### config.mk
export PLATFORM = sky130hd
export DESIGN_NAME = push_button_reset_delay
export DESIGN_NICKNAME = d
export VERILOG_FILES = /design/src/button_reset_pkg.sv /design/src/push_button_reset_delay.sv
export VERILOG_INCLUDE_DIRS = /design/src /design/src/src
export SDC_FILE = /design/constraint.sdc
export NUM_CORES = 1
export LEC_CHECK = 0
export BUFFER_PORTS_ARGS = -buffer_cell sky130_fd_sc_hd__buf_2
export CAP_MARGIN = 15
export CORE_ASPECT_RATIO = 0.5
export CORE_MARGIN = 1.5
export CORE_UTILIZATION = 50
export DETAILED_ROUTE_END_ITERATION = 12
export MAX_ROUTING_LAYER = met4
export PLACE_DENSITY = 0.67
export SLEW_MARGIN = 5
export SYNTH_ARGS = -nofsm -noshare
export SYNTH_HDL_FRONTEND = slang
export SYNTH_SLANG_ARGS = --single-unit
### constraint.sdc
create_clock -name mclk -period 7.7 [get_ports mclk]
set_input_delay 0.77 -clock mclk [delete_from_list [all_inputs] [get_ports mclk]]
set_output_delay 0.77 -clock mclk [all_outputs]
set_load 0.01 [all_outputs]
### src/button_reset_defines.svh
// timing constants for the push-button reset supervisor
`ifndef BUTTON_RESET_DEFINES_SVH
`define BUTTON_RESET_DEFINES_SVH
`define CLK_PERIOD_NS 5
`define SETUP_SHORT_MS 2000
`define SETUP_MID_MS 6000
`define SETUP_LONG_MS 10000
`define RECOVERY_MS 200
`define DEBOUNCE_MS 240
`define MS_TO_CYCLES(ms) ((ms) * 64'd1000000 / `CLK_PERIOD_NS)
`endif

### src/button_reset_pkg.sv
// types for the push-button reset supervisor
package button_reset_pkg;
    typedef enum logic [1:0] {
        SEL_GROUND,
        SEL_OPEN,
        SEL_SUPPLY
    } delay_sel_e;
    typedef enum logic [1:0] {
        VAR_DUAL_CAP,
        VAR_DUAL_SEL,
        VAR_INSTANT,
        VAR_BATTERY
    } variant_e;
    typedef struct packed {
        logic drive;
        logic oe;
    } od_pin_s;
endpackage

### src/push_button_reset_delay.sv
// push-button reset supervisor with setup delay, pulse and instant reset
// Overview of operation
// - reset output is open drain, pulled low only while reset asserted
// - primary and secondary button inputs are asserted when low
// - dual-button variants need both buttons held beyond setup delay
// - reset asserts at once when setup delay met, releases after recovery
// - select pin picks 2 s ground, 6 s open, 10 s supply
// - capacitor variants take setup delay from timing capacitor pin
// - instant reset input is active high and needs no setup delay
// - instant input edge triggered; ignored until 240 ms after its fall
// - primary button and instant input act independently
// - battery variant has separate open-drain active-low battery low output
// - reset pulse length equals recovery period
// - battery variant only: undervoltage asserts reset and holds recovery period after recovery
// - closures shorter than setup delay cause no reset
`timescale 1ns/1ps
`include "button_reset_defines.svh"

module push_button_reset_delay
    import button_reset_pkg::*;
#(
    parameter variant_e VARIANT = VAR_DUAL_SEL,
    parameter int CW = 32,
    parameter logic [CW-1:0] SETUP_SHORT = CW'(`MS_TO_CYCLES(`SETUP_SHORT_MS)),
    parameter logic [CW-1:0] SETUP_MID = CW'(`MS_TO_CYCLES(`SETUP_MID_MS)),
    parameter logic [CW-1:0] SETUP_LONG = CW'(`MS_TO_CYCLES(`SETUP_LONG_MS)),
    parameter logic [CW-1:0] RECOVERY = CW'(`MS_TO_CYCLES(`RECOVERY_MS)),
    parameter logic [CW-1:0] DEBOUNCE = CW'(`MS_TO_CYCLES(`DEBOUNCE_MS))
) (
    input wire logic mclk,
    input wire logic resetn,
    input wire logic clk_en,
    input wire logic primary_button_n,
    input wire logic secondary_button_n,
    input wire logic instant_reset_in,
    input wire logic delay_cap_pin,
    input wire logic [1:0] delay_select_pin,
    input wire logic supply_low,
    input wire logic battery_low_in,
    output logic reset_out,
    output logic reset_oe,
    output logic battery_low_n,
    output logic battery_low_oe
);

    // ----------------------------------------------------------------
    // input synchronisers
    // ----------------------------------------------------------------
    logic [6:0] sync1;
    logic [6:0] sync2;
    always_ff @(posedge mclk or negedge resetn) begin
        if (!resetn) begin
            // idle pin levels, so no false instant edge follows reset
            sync1 <= 7'h07;
            sync2 <= 7'h07;
        end else if (clk_en) begin
            sync1 <= {battery_low_in, supply_low, delay_cap_pin, instant_reset_in,
                      secondary_button_n, primary_button_n, 1'b1};
            sync2 <= sync1;
        end
    end
    logic pb_n, sb_n, inst, cap_done, uv, batt;
    assign pb_n = sync2[1];
    assign sb_n = sync2[2];
    assign inst = sync2[3];
    assign cap_done = sync2[4];
    assign uv = sync2[5];
    assign batt = sync2[6];

    // select pin is static, so its own synchroniser suffices
    logic [1:0] sel1, sel2;
    always_ff @(posedge mclk or negedge resetn) begin
        if (!resetn) begin
            sel1 <= 2'h0;
            sel2 <= 2'h0;
        end else if (clk_en) begin
            sel1 <= delay_select_pin;
            sel2 <= sel1;
        end
    end

    // ----------------------------------------------------------------
    // setup delay timing
    // ----------------------------------------------------------------
    logic [CW-1:0] setup_limit;
    always_comb begin
        unique case (delay_sel_e'(sel2))
            SEL_GROUND: setup_limit = SETUP_SHORT;
            SEL_OPEN: setup_limit = SETUP_MID;
            SEL_SUPPLY: setup_limit = SETUP_LONG;
            default: setup_limit = SETUP_MID;
        endcase
    end

    logic dual, buttons_held;
    assign dual = (VARIANT != VAR_INSTANT);
    assign buttons_held = !pb_n && (!dual || !sb_n);

    logic [CW-1:0] setup_cnt;
    logic armed;
    logic setup_met;
    // cap variants: the external ramp comparator reports expiry
    assign setup_met = buttons_held && armed &&
        ((VARIANT == VAR_DUAL_CAP || VARIANT == VAR_BATTERY) ? cap_done
                                                              : (setup_cnt >= setup_limit));

    always_ff @(posedge mclk or negedge resetn) begin
        if (!resetn) begin
            setup_cnt <= '0;
            armed <= 1'b1;
        end else if (clk_en) begin
            if (!buttons_held) begin
                setup_cnt <= '0;
                armed <= 1'b1;
            end else if (setup_met) begin
                armed <= 1'b0; // one pulse per hold
            end else if (setup_cnt != '1) begin
                setup_cnt <= setup_cnt + 1'b1;
            end
        end
    end

    // ----------------------------------------------------------------
    // instant input edge and debounce
    // ----------------------------------------------------------------
    logic inst_d, inst_rise, inst_fall, inst_lock;
    logic [CW-1:0] deb_cnt;
    assign inst_rise = inst && !inst_d;
    assign inst_fall = !inst && inst_d;
    always_ff @(posedge mclk or negedge resetn) begin
        if (!resetn) begin
            inst_d <= 1'b0;
        end else if (clk_en) begin
            inst_d <= inst;
        end
    end
    always_ff @(posedge mclk or negedge resetn) begin
        if (!resetn) begin
            inst_lock <= 1'b0;
            deb_cnt <= '0;
        end else if (clk_en) begin
            if (inst_rise && !inst_lock) begin
                inst_lock <= 1'b1;
                deb_cnt <= '0;
            end else if (inst_lock) begin
                // lockout restarts at every fall, so bounce is absorbed
                if (inst || inst_fall) begin
                    deb_cnt <= '0;
                end else if (deb_cnt >= DEBOUNCE - 1'b1) begin
                    inst_lock <= 1'b0;
                end else begin
                    deb_cnt <= deb_cnt + 1'b1;
                end
            end
        end
    end
    logic inst_trig;
    assign inst_trig = (VARIANT == VAR_INSTANT) && inst_rise && !inst_lock;

    // ----------------------------------------------------------------
    // reset pulse
    // ----------------------------------------------------------------
    logic uv_mon;
    assign uv_mon = (VARIANT == VAR_BATTERY) && uv;
    logic rst_active;
    logic [CW-1:0] rec_cnt;
    always_ff @(posedge mclk or negedge resetn) begin
        if (!resetn) begin
            rst_active <= 1'b1;
            rec_cnt <= '0;
        end else if (clk_en) begin
            if (setup_met || inst_trig || uv_mon) begin
                rst_active <= 1'b1;
                rec_cnt <= '0;
            end else if (rst_active) begin
                if (rec_cnt >= RECOVERY - 1'b1) begin
                    rst_active <= 1'b0;
                end else begin
                    rec_cnt <= rec_cnt + 1'b1;
                end
            end
        end
    end

    // ----------------------------------------------------------------
    // open-drain outputs
    // ----------------------------------------------------------------
    assign reset_out = 1'b0;
    assign reset_oe = rst_active;
    assign battery_low_n = 1'b0;
    assign battery_low_oe = (VARIANT == VAR_BATTERY) && batt;

    // ----------------------------------------------------------------
    // assertions
    // ----------------------------------------------------------------
    a_short_hold_quiet: assert property (@(posedge mclk) disable iff (!resetn)
        (!rst_active && !buttons_held && clk_en) |=> !setup_met)
        else $error("setup met without buttons held");
    a_setup_fires_rst: assert property (@(posedge mclk) disable iff (!resetn)
        (setup_met && clk_en) |=> reset_oe)
        else $error("reset not asserted after setup");
    a_release_clears: assert property (@(posedge mclk) disable iff (!resetn)
        (!buttons_held && clk_en) |=> setup_cnt == '0)
        else $error("setup count not cleared");
    a_instant_fires: assert property (@(posedge mclk) disable iff (!resetn)
        (inst_trig && clk_en) |=> reset_oe && inst_lock)
        else $error("instant reset missed");
    a_lock_blocks: assert property (@(posedge mclk) disable iff (!resetn)
        (inst_lock && (inst || inst_fall) && clk_en) |=> inst_lock && deb_cnt == '0)
        else $error("lockout released while instant input active");
    a_pulse_ends: assert property (@(posedge mclk) disable iff (!resetn)
        (rst_active && clk_en && rec_cnt >= RECOVERY - 1'b1 && !setup_met && !inst_trig && !uv_mon)
        |=> !reset_oe)
        else $error("reset pulse too long");
    a_od_drive: assert property (@(posedge mclk) disable iff (!resetn)
        reset_out == 1'b0 && (reset_oe == rst_active))
        else $error("reset pin not open drain");
    a_uv_holds: assert property (@(posedge mclk) disable iff (!resetn)
        (uv_mon && clk_en) |=> reset_oe && rec_cnt == '0)
        else $error("undervoltage did not hold reset");
    a_dual_needs: assert property (@(posedge mclk) disable iff (!resetn)
        (dual && sb_n) |-> !setup_met)
        else $error("single button fired dual variant");
    c_setup_reset: cover property (@(posedge mclk) disable iff (!resetn) setup_met);
    c_instant_reset: cover property (@(posedge mclk) disable iff (!resetn) inst_trig);
    c_pulse_end: cover property (@(posedge mclk) disable iff (!resetn) $fell(rst_active));
    c_lock_release: cover property (@(posedge mclk) disable iff (!resetn) $fell(inst_lock));

endmodule // push_button_reset_delay

==> impl_results.md, run 1 <==
* Run status: completed
* Ys flop type: sky130_fd_sc_hd__dfrtp_1
* Instance count after placement with tap cells included at 551
* GR Util All Layers at 22.5%
* Count of maximum capacitance violations at 0
* Number of placement rows at 23
* Worst Path Required at 7.92 ns
* Delay of the slowest cell on the worst path at 0.72 ns
* Non-filler instance count after layout at 567
* Tcrit/Tclk final at 48.9%
* Instance count along the most critical hold path at 2
* Hold-fix buffers, CTS at 0
* Cells on worst reg2reg path at 10
* Quantity of gates resized following cts at 0
* Detail-routed net length per standard cell at 15.6 um
* Clock-pin slew on the worst setup and hold paths at 0.05 ns
* Vias per cell at 5.81
* Synth top area share at 40.2%
* Maximum number of pins on one net before global-route repair at 75
* Endpoints failing setup at 0
* Clock Root Buffer: sky130_fd_sc_hd__clkbuf_16
* Worst-margin pin slew at 1.02 ns
* Worst hold margin at 0.466 ns
* Sinks on the clock net at 74
* Final Wtd Congestion at 0.809
* Die height at 68.1 um
* Register area at 1860 um^2
* Layout overhead on the synthesized area at 8.27%
* Crit path launch type: register
* Number of storage elements in the synthesis netlist at 74
* Worst-path fanout max at 17
* Antenna violations before repair at 0
* Type of the worst setup path: register to register
* Number of inserted diodes at 0
* Setup skew after layout at 0.00524 ns
* Number of port buffers at 7
* Slew Limit Fails at 0
* Number of vias in the routed layout at 3,292
* Insertion delay to the later sink of the worst-skew pair at 0.34 ns
* Proportion of register bits with asynchronous set or reset after synthesis at 100%
* Final hold violation count at 0
* Pwr/cell area at 200 nW/um^2
* Path category of the worst min-delay check: register to register
* Number of instances in the synthesized netlist at 454
* Distinct cells, synth at 51
* Syn Area/Cell at 9.33 um^2
* Cell type with the highest aggregate area in the netlist: sky130_fd_sc_hd__dfrtp_1
* Via count of the first global-routing pass at 3,112
* Proportion of layout cells with a drive suffix above 1 at 11.6%
* Die W at 133 um
* H-tree depth at 3
* Synthesized area at 4240 um^2
* CTS buffer count at 9
* Sum of net half-perimeters after detailed placement at 5570 um
* Minimum period implied by the final worst setup slack at 3.76 ns
* Worst VDD drop at 0.111 mV
* Initial DRT Pass Iterations at 5
* I/O Pins at 15
* Unrepaired setup endpoints after global routing: false
* Highest clock rate at 0.266 GHz
* Worst-case clock buffer depth at 2
* Leading cell types by total area after synthesis: sky130_fd_sc_hd__dfrtp_1 (40%), sky130_fd_sc_hd__nand3_1 (4.8%), sky130_fd_sc_hd__xor2_1 (4.3%), sky130_fd_sc_hd__dfstp_2 (3.7%), sky130_fd_sc_hd__ha_1 (3.5%)
* Remaining DRCs at 0
* Total congestion overflow after global routing at 0
* First-iteration detailed-routing DRC count at 219
* Sequential share of the synthesized area at 43.9%
* Summed negative setup slack over all endpoints at 0 ns
* Pleak at 2.01 nW
* Global-route wire length before repair at 15,300 um
* Worst Setup End Kind: register
* Post-route antenna net violation count at 0
* Critical-path cell list: nor2b_1 > inv_1 > ha_1 > nand3_1 > nand2_1 > maj3_2 > a2111oi_4 > a21oi_4 > or3_1 > o41ai_1
* Critical Path Slowest Stage Cell: sky130_fd_sc_hd__or3_1
* Starting density of the core at 52.2%
* Filler Cells Inserted at 750
* Number of nets in the final layout at 473
* Area of combinational cells with multiple inputs at 2220 um^2
* CTS tree: built
* CP arrival at 3.99 ns
* Floorplan Core Area at 8120 um^2
* Post-synth EDFFs at 0
* Worst relative slew slack at 32.2%
* Floorplan die area at 9070 um^2
* Total setup buffers inserted after CTS at 0
* Yosys warnings at 0
* Final Routed Wirelength at 8870 um
==> per-layer routing <==
metal	up-vias	wire length, um	share of wire [%]	GRT usage [%]
li1	1652	-	-	-
met5	-	0	0	-
met1	1587	4430	50	27.7
met2	43	3970	45	36.5
met3	10	371	4.2	6.59
met4	0	103	1.2	7.88
==> layout by cell type (no fill, tap or decap), types with 9 or more instances in the layout <==
| master | count |
|---|---|
| sky130_fd_sc_hd__nor2_1 | 40 |
| sky130_fd_sc_hd__dfrtp_1 | 68 |
| sky130_fd_sc_hd__ha_1 | 12 |
| sky130_fd_sc_hd__clkbuf_16 | 9 |
| sky130_fd_sc_hd__o21ai_1 | 14 |
| sky130_fd_sc_hd__or4_1 | 10 |
| sky130_fd_sc_hd__a21oi_1 | 17 |
| sky130_fd_sc_hd__nand4_1 | 18 |
| sky130_fd_sc_hd__inv_1 | 11 |
| sky130_fd_sc_hd__nand2_1 | 39 |
| sky130_fd_sc_hd__o31ai_1 | 19 |
| sky130_fd_sc_hd__nand3_1 | 41 |
| sky130_fd_sc_hd__o21ai_0 | 14 |
| sky130_fd_sc_hd__xor2_1 | 21 |
| sky130_fd_sc_hd__nor2b_1 | 9 |
| sky130_fd_sc_hd__and3_1 | 12 |
==> critical path, delay by kind of cell, from the launching register on <==
kind / cells / cell delay (ns)
buffers and inverters: 1 / 0.20
DFF: 1 / 0.46
and+or+nand+nor: 4 / 1.28
AOI/OAI and AO/OA: 3 / 1.05
adders and majority gates: 2 / 0.66
==> per-stage QoR <==
step           utilization [%]  power, mW  cell area (um^2)  setup WS, ns
3_5_place_dp              53.2      0.547              4320          3.85
4_1_cts                   56.5      0.932              4590          3.95
2_1_floorplan                -      0.518              4240          4.74
5_1_grt                   56.5      0.969              4590          3.74
3_3_place_gp              53.2      0.543              4320          3.88
6_report                  56.5      0.919              4590          3.94
==> synth_stat cells, drive strengths merged, types with 2 or more instances <==
cell type	count
dfstp	6
xor2	21
mux2	7
maj3	2
o31ai	22
a21o	6
nor2b	9
nand2	39
ha	12
clkbuf	16
a2111oi	3
o41ai	10
and3	12
nand3	41
nor4	2
xnor2	3
dfrtp	68
or4	10
nor3	6
nand4	18
nor2	40
a31oi	2
o21ai	28
a21oi	19
nor3b	2
inv	11
and2	3
buf	11
or3	7
or2	5
==> final cells by class <==
type / instances / share of cell area, %
Clock inverter: 3 / 0.327
Clock buffer: 13 / 5.46
Sequential cell: 74 / 40.5
Tap cell: 112 / 3.06
Inverter: 11 / 0.900
Timing Repair Buffer: 10 / 1.31
Multi-Input combinational cell: 344 / 48.4
==> final timing paths <==
check,startpoint,slack (ns),to
max,sel2[0]$_DFFE_PN0P_,3.94,setup_cnt[23]$_DFFE_PN0P_
min,reset_oe$_DFFE_PN1P_,0.47,reset_oe$_DFFE_PN1P_
max reg2reg,sel2[0]$_DFFE_PN0P_,3.94,setup_cnt[23]$_DFFE_PN0P_
min reg2reg,reset_oe$_DFFE_PN1P_,0.47,reset_oe$_DFFE_PN1P_
max in group asynchronous,resetn,6.50,rec_cnt[6]$_DFFE_PN0P_
min in group asynchronous,resetn,0.56,setup_cnt[1]$_DFFE_PN0P_
==> kinds of logic after synthesis <==
family,synth area share [%]
other,0.0885
buffers and inverters,4.22
AND/OR/NAND/NOR,24.6
XOR/XNOR,4.96
adder cells (fa/ha/maj),4.08
multiplexers,1.86
AO/OA/AOI/OAI,16.2
flip-flops,43.9
==> sequential cells by signal, summed over array words and instances (netlist names) <==
signal and cells:
rec_cnt 32, setup_cnt 32, sel1 2, sel2 2
sync1 2, sync2 2, armed 1, reset_oe 1
==> report_power, final <==
| group | internal [mW] | total [mW] | leakage [nW] | switching [mW] |
|---|---|---|---|---|
| registers | 0.415 | 0.439 | 0.993 | 0.0243 |
| logic | 0.0376 | 0.100 | 0.888 | 0.0629 |
| clock network | 0.225 | 0.379 | 0.133 | 0.154 |
| total | 0.678 | 0.919 | 2.01 | 0.241 |
No activity file was read; power rests on OpenSTA's default activity.
==> run 2, diff against run 1 <==
Clock period 7.7 ns to 3.8 ns, I/O delays scaled along.
==> run 2 against run 1 <==
Net effect:
- clock skew decreased by 0.00080 ns
- sequential share of layout area shrank 1.1 points
- clock power grew 150%
- register-to-register slack worse by 3.6 ns
- first-iteration DRC count up 17%
- flip-flop and latch count is the same
- setup slack got worse by 3.6 ns
- wire length shrank 1.9%
- sequential power rose by 100%
- combinational power is 110% higher
- hold slack got worse by 0.28 ns
- via count is 0.64% higher
- critical path type unchanged
- largest power group is now the clock network
- highest routed layer unchanged
==> impl_results.md, run 2 (synthesis results as in run 1) <==
* Top Family by Delay on Critical Path: compound AO/OA/AOI/OAI gates
* Most frequent standard cell in the layout excluding fill and tap cells: sky130_fd_sc_hd__dfrtp_1
* CTS tree: built
* Buffering stage count on the worst path with inverters included at 2 (+1)
* Worst hold margin at 0.186 ns (-0.279 ns)
* Proportion of layout cells with a drive suffix above 1 at 13.4% (+1.8 points)
* Unrepaired setup endpoints after global routing: false
* Critical Path Slowest Stage Cell: sky130_fd_sc_hd__a2111oi_4
* Final hold violation count at 0 (unchanged)
* Final setup slack of the worst path at 0.320 ns (-3.62 ns)
* Setup skew after layout at 0.00444 ns (-0.000798 ns)
* Initial DRT Pass Iterations at 4 (-1)
* Sum of net half-perimeters after detailed placement at 5570 um (about the same)
* Layout overhead on the synthesized area at 11.4%
* Worst Setup End Kind: register
* Minimum period implied by the final worst setup slack at 3.48 ns (-0.283 ns)
* Worst-margin pin slew at 0.927 ns (-0.0902 ns)
* Total congestion overflow after global routing at 0 (unchanged)
* CTS buffer count at 9 (unchanged)
* Floorplan Core Area at 8120 um^2 (unchanged)
* Crit path launch type: register
* Type of the worst setup path: register to register
* Commonest non-fill, non-tap cells in the layout: sky130_fd_sc_hd__dfrtp_1 (68), sky130_fd_sc_hd__nand3_1 (41), sky130_fd_sc_hd__nor2_1 (40)
* Registers with the most flip-flops: rec_cnt: 32 flops, setup_cnt: 32 flops
* Slew Limit Fails at 0 (unchanged)
* Post-route antenna net violation count at 0 (unchanged)
* Number of placement rows at 23 (unchanged)
* Instance count after placement with tap cells included at 557 (+1.1%)
* Starting density of the core at 52.2% (unchanged)
* H-tree depth at 3 (unchanged)
* Reg2reg end: setup_cnt[9]$_DFFE_PN0P_
* Worst-path fanout max at 17 (unchanged)
* Final Routed Wirelength at 8700 um (-1.9%)
* Number of inserted diodes at 0 (unchanged)
* Maximum number of pins on one net before global-route repair at 75 (unchanged)
* Critical-path cell list: nor2b_1 > inv_1 > ha_1 > nand3_1 > nand2_1 > maj3_2 > a2111oi_4 > a21oi_4 > or3_1 > buf_4 > o41ai_1
* Vias per cell at 5.78 (-0.42%)
* Path category of the worst min-delay check: input port to async pin
* Highest clock rate at 0.287 GHz (+8.1%)
* Clock Root Buffer: sky130_fd_sc_hd__clkbuf_16
* Insertion delay to the later sink of the worst-skew pair at 0.34 ns (about the same)
* Number of vias in the routed layout at 3,313 (+0.64%)
* CP arrival at 3.70 ns (-0.29 ns)
* Clock-pin slew on the worst setup and hold paths at 0.06 ns (about the same)
* Quantity of gates resized following cts at 0 (unchanged)
* Antenna violations before repair at 0 (unchanged)
* Global-route wire length before repair at 14,700 um (-4.1%)
* Die W at 133 um (unchanged)
* Via count of the first global-routing pass at 2,997 (-3.7%)
* Worst-case clock buffer depth at 2 (unchanged)
* Count of maximum capacitance violations at 0 (unchanged)
* Floorplan die area at 9070 um^2 (unchanged)
* Worst VDD drop at 0.237 mV (+110%)
* Number of port buffers at 7 (unchanged)
* Delay of the slowest cell on the worst path at 0.51 ns (-0.21 ns)
* Total setup buffers inserted after CTS at 0 (unchanged)
* Run status: completed
* Worst Path Required at 4.02 ns (-3.90 ns)
* Detail-routed net length per standard cell at 15.2 um (-3.0%)
* Pwr/cell area at 433 nW/um^2 (+120%)
* GR Util All Layers at 21.5% (-1.0 points)
* Tcrit/Tclk final at 91.6% (+43 points)
* Die height at 68.1 um (unchanged)
* Filler Cells Inserted at 728 (-2.9%)
* I/O Pins at 15 (unchanged)
* Remaining DRCs at 0 (unchanged)
* Sinks on the clock net at 74 (unchanged)
* Hold-fix buffers, CTS at 0 (unchanged)
* Cells on worst reg2reg path at 11 (+1)
* Reg2Reg Setup Slack at 0.32 ns (-3.62 ns)
* Final Wtd Congestion at 0.839 (+3.8%)
* Worst setup slack after placement at 0.315 ns (-3.53 ns)
* Pleak at 2.08 nW (+3.2%)
* Non-filler instance count after layout at 573 (+1.1%)
* Endpoints failing setup at 0 (unchanged)
* Summed negative setup slack over all endpoints at 0 ns (unchanged)
* Worst relative slew slack at 38.2% (+6.0 points)
* First-iteration detailed-routing DRC count at 256 (+17%)
* Number of nets in the final layout at 479 (+1.3%)
* Critical R2R Launch: sel2[1]$_DFFE_PN0P_
* Final Util at 58.1% (+1.6 points)
run 2: final cells by class:
| class | instances | area (um^2) | share of cell area [%] |
|---|---|---|---|
| Clock buffer | 12 | 267 | 5.65 |
| Timing Repair Buffer | 16 | 118 | 2.49 |
| Tap cell | 112 | 140 | 2.97 |
| Multi-Input combinational cell | 344 | 2220 | 47.1 |
| Sequential cell | 74 | 1860 | 39.4 |
| Inverter | 11 | 41.3 | 0.875 |
| Clock inverter | 4 | 72.6 | 1.54 |
run 2: worst max-delay path by stage:
stage | startpoint | endpoint | slack [ns] | cells past startpoint
CTS | sel2[1]$_DFFE_PN0P_ | setup_cnt[9]$_DFFE_PN0P_ | 0.30 | 11
floorplan | sel2[0]$_DFFE_PN0P_ | setup_cnt[8]$_DFFE_PN0P_ | 0.84 | 11
global placement | sel2[1]$_DFFE_PN0P_ | setup_cnt[23]$_DFFE_PN0P_ | 0.38 | 11
global route | sel2[1]$_DFFE_PN0P_ | setup_cnt[23]$_DFFE_PN0P_ | 0.17 | 11
finish | sel2[1]$_DFFE_PN0P_ | setup_cnt[9]$_DFFE_PN0P_ | 0.32 | 11
detailed placement | sel2[1]$_DFFE_PN0P_ | setup_cnt[9]$_DFFE_PN0P_ | 0.31 | 11
run 2: per-stage QoR:
stage / instance area (um^2) / total power [mW]
2_1_floorplan: 4240 / 1.05
3_3_place_gp: 4380 / 1.11
3_5_place_dp: 4380 / 1.11
4_1_cts: 4720 / 2.06
5_1_grt: 4720 / 2.13
6_report: 4720 / 2.04
run 2: layer usage:
layer	wire length, um	vias up	track usage (%)
met2	4030	52	34.5
met3	327	10	4.67
li1	-	1658	-
met4	99	0	7.47
met1	4240	1593	27.7
met5	0	-	-
run 2: power by group:
group	total [mW]	switching (mW)	leakage [nW]	internal, mW
Sequential	0.886	0.0463	0.993	0.840
Clock	0.947	0.320	0.165	0.627
Combinational	0.211	0.130	0.920	0.0813
Total	2.04	0.496	2.08	1.55
run 2: worst register-to-register path, stage by stage (launching register included):
cell and delay [ns]:
sky130_fd_sc_hd__dfrtp_1 0.35, sky130_fd_sc_hd__nor2b_1 0.45, sky130_fd_sc_hd__inv_1 0.22, sky130_fd_sc_hd__ha_1 0.34, sky130_fd_sc_hd__nand3_1 0.07, sky130_fd_sc_hd__nand2_1 0.06, sky130_fd_sc_hd__maj3_2 0.33, sky130_fd_sc_hd__a2111oi_4 0.51
sky130_fd_sc_hd__a21oi_4 0.13, sky130_fd_sc_hd__or3_1 0.37, sky130_fd_sc_hd__buf_4 0.22, sky130_fd_sc_hd__o41ai_1 0.33
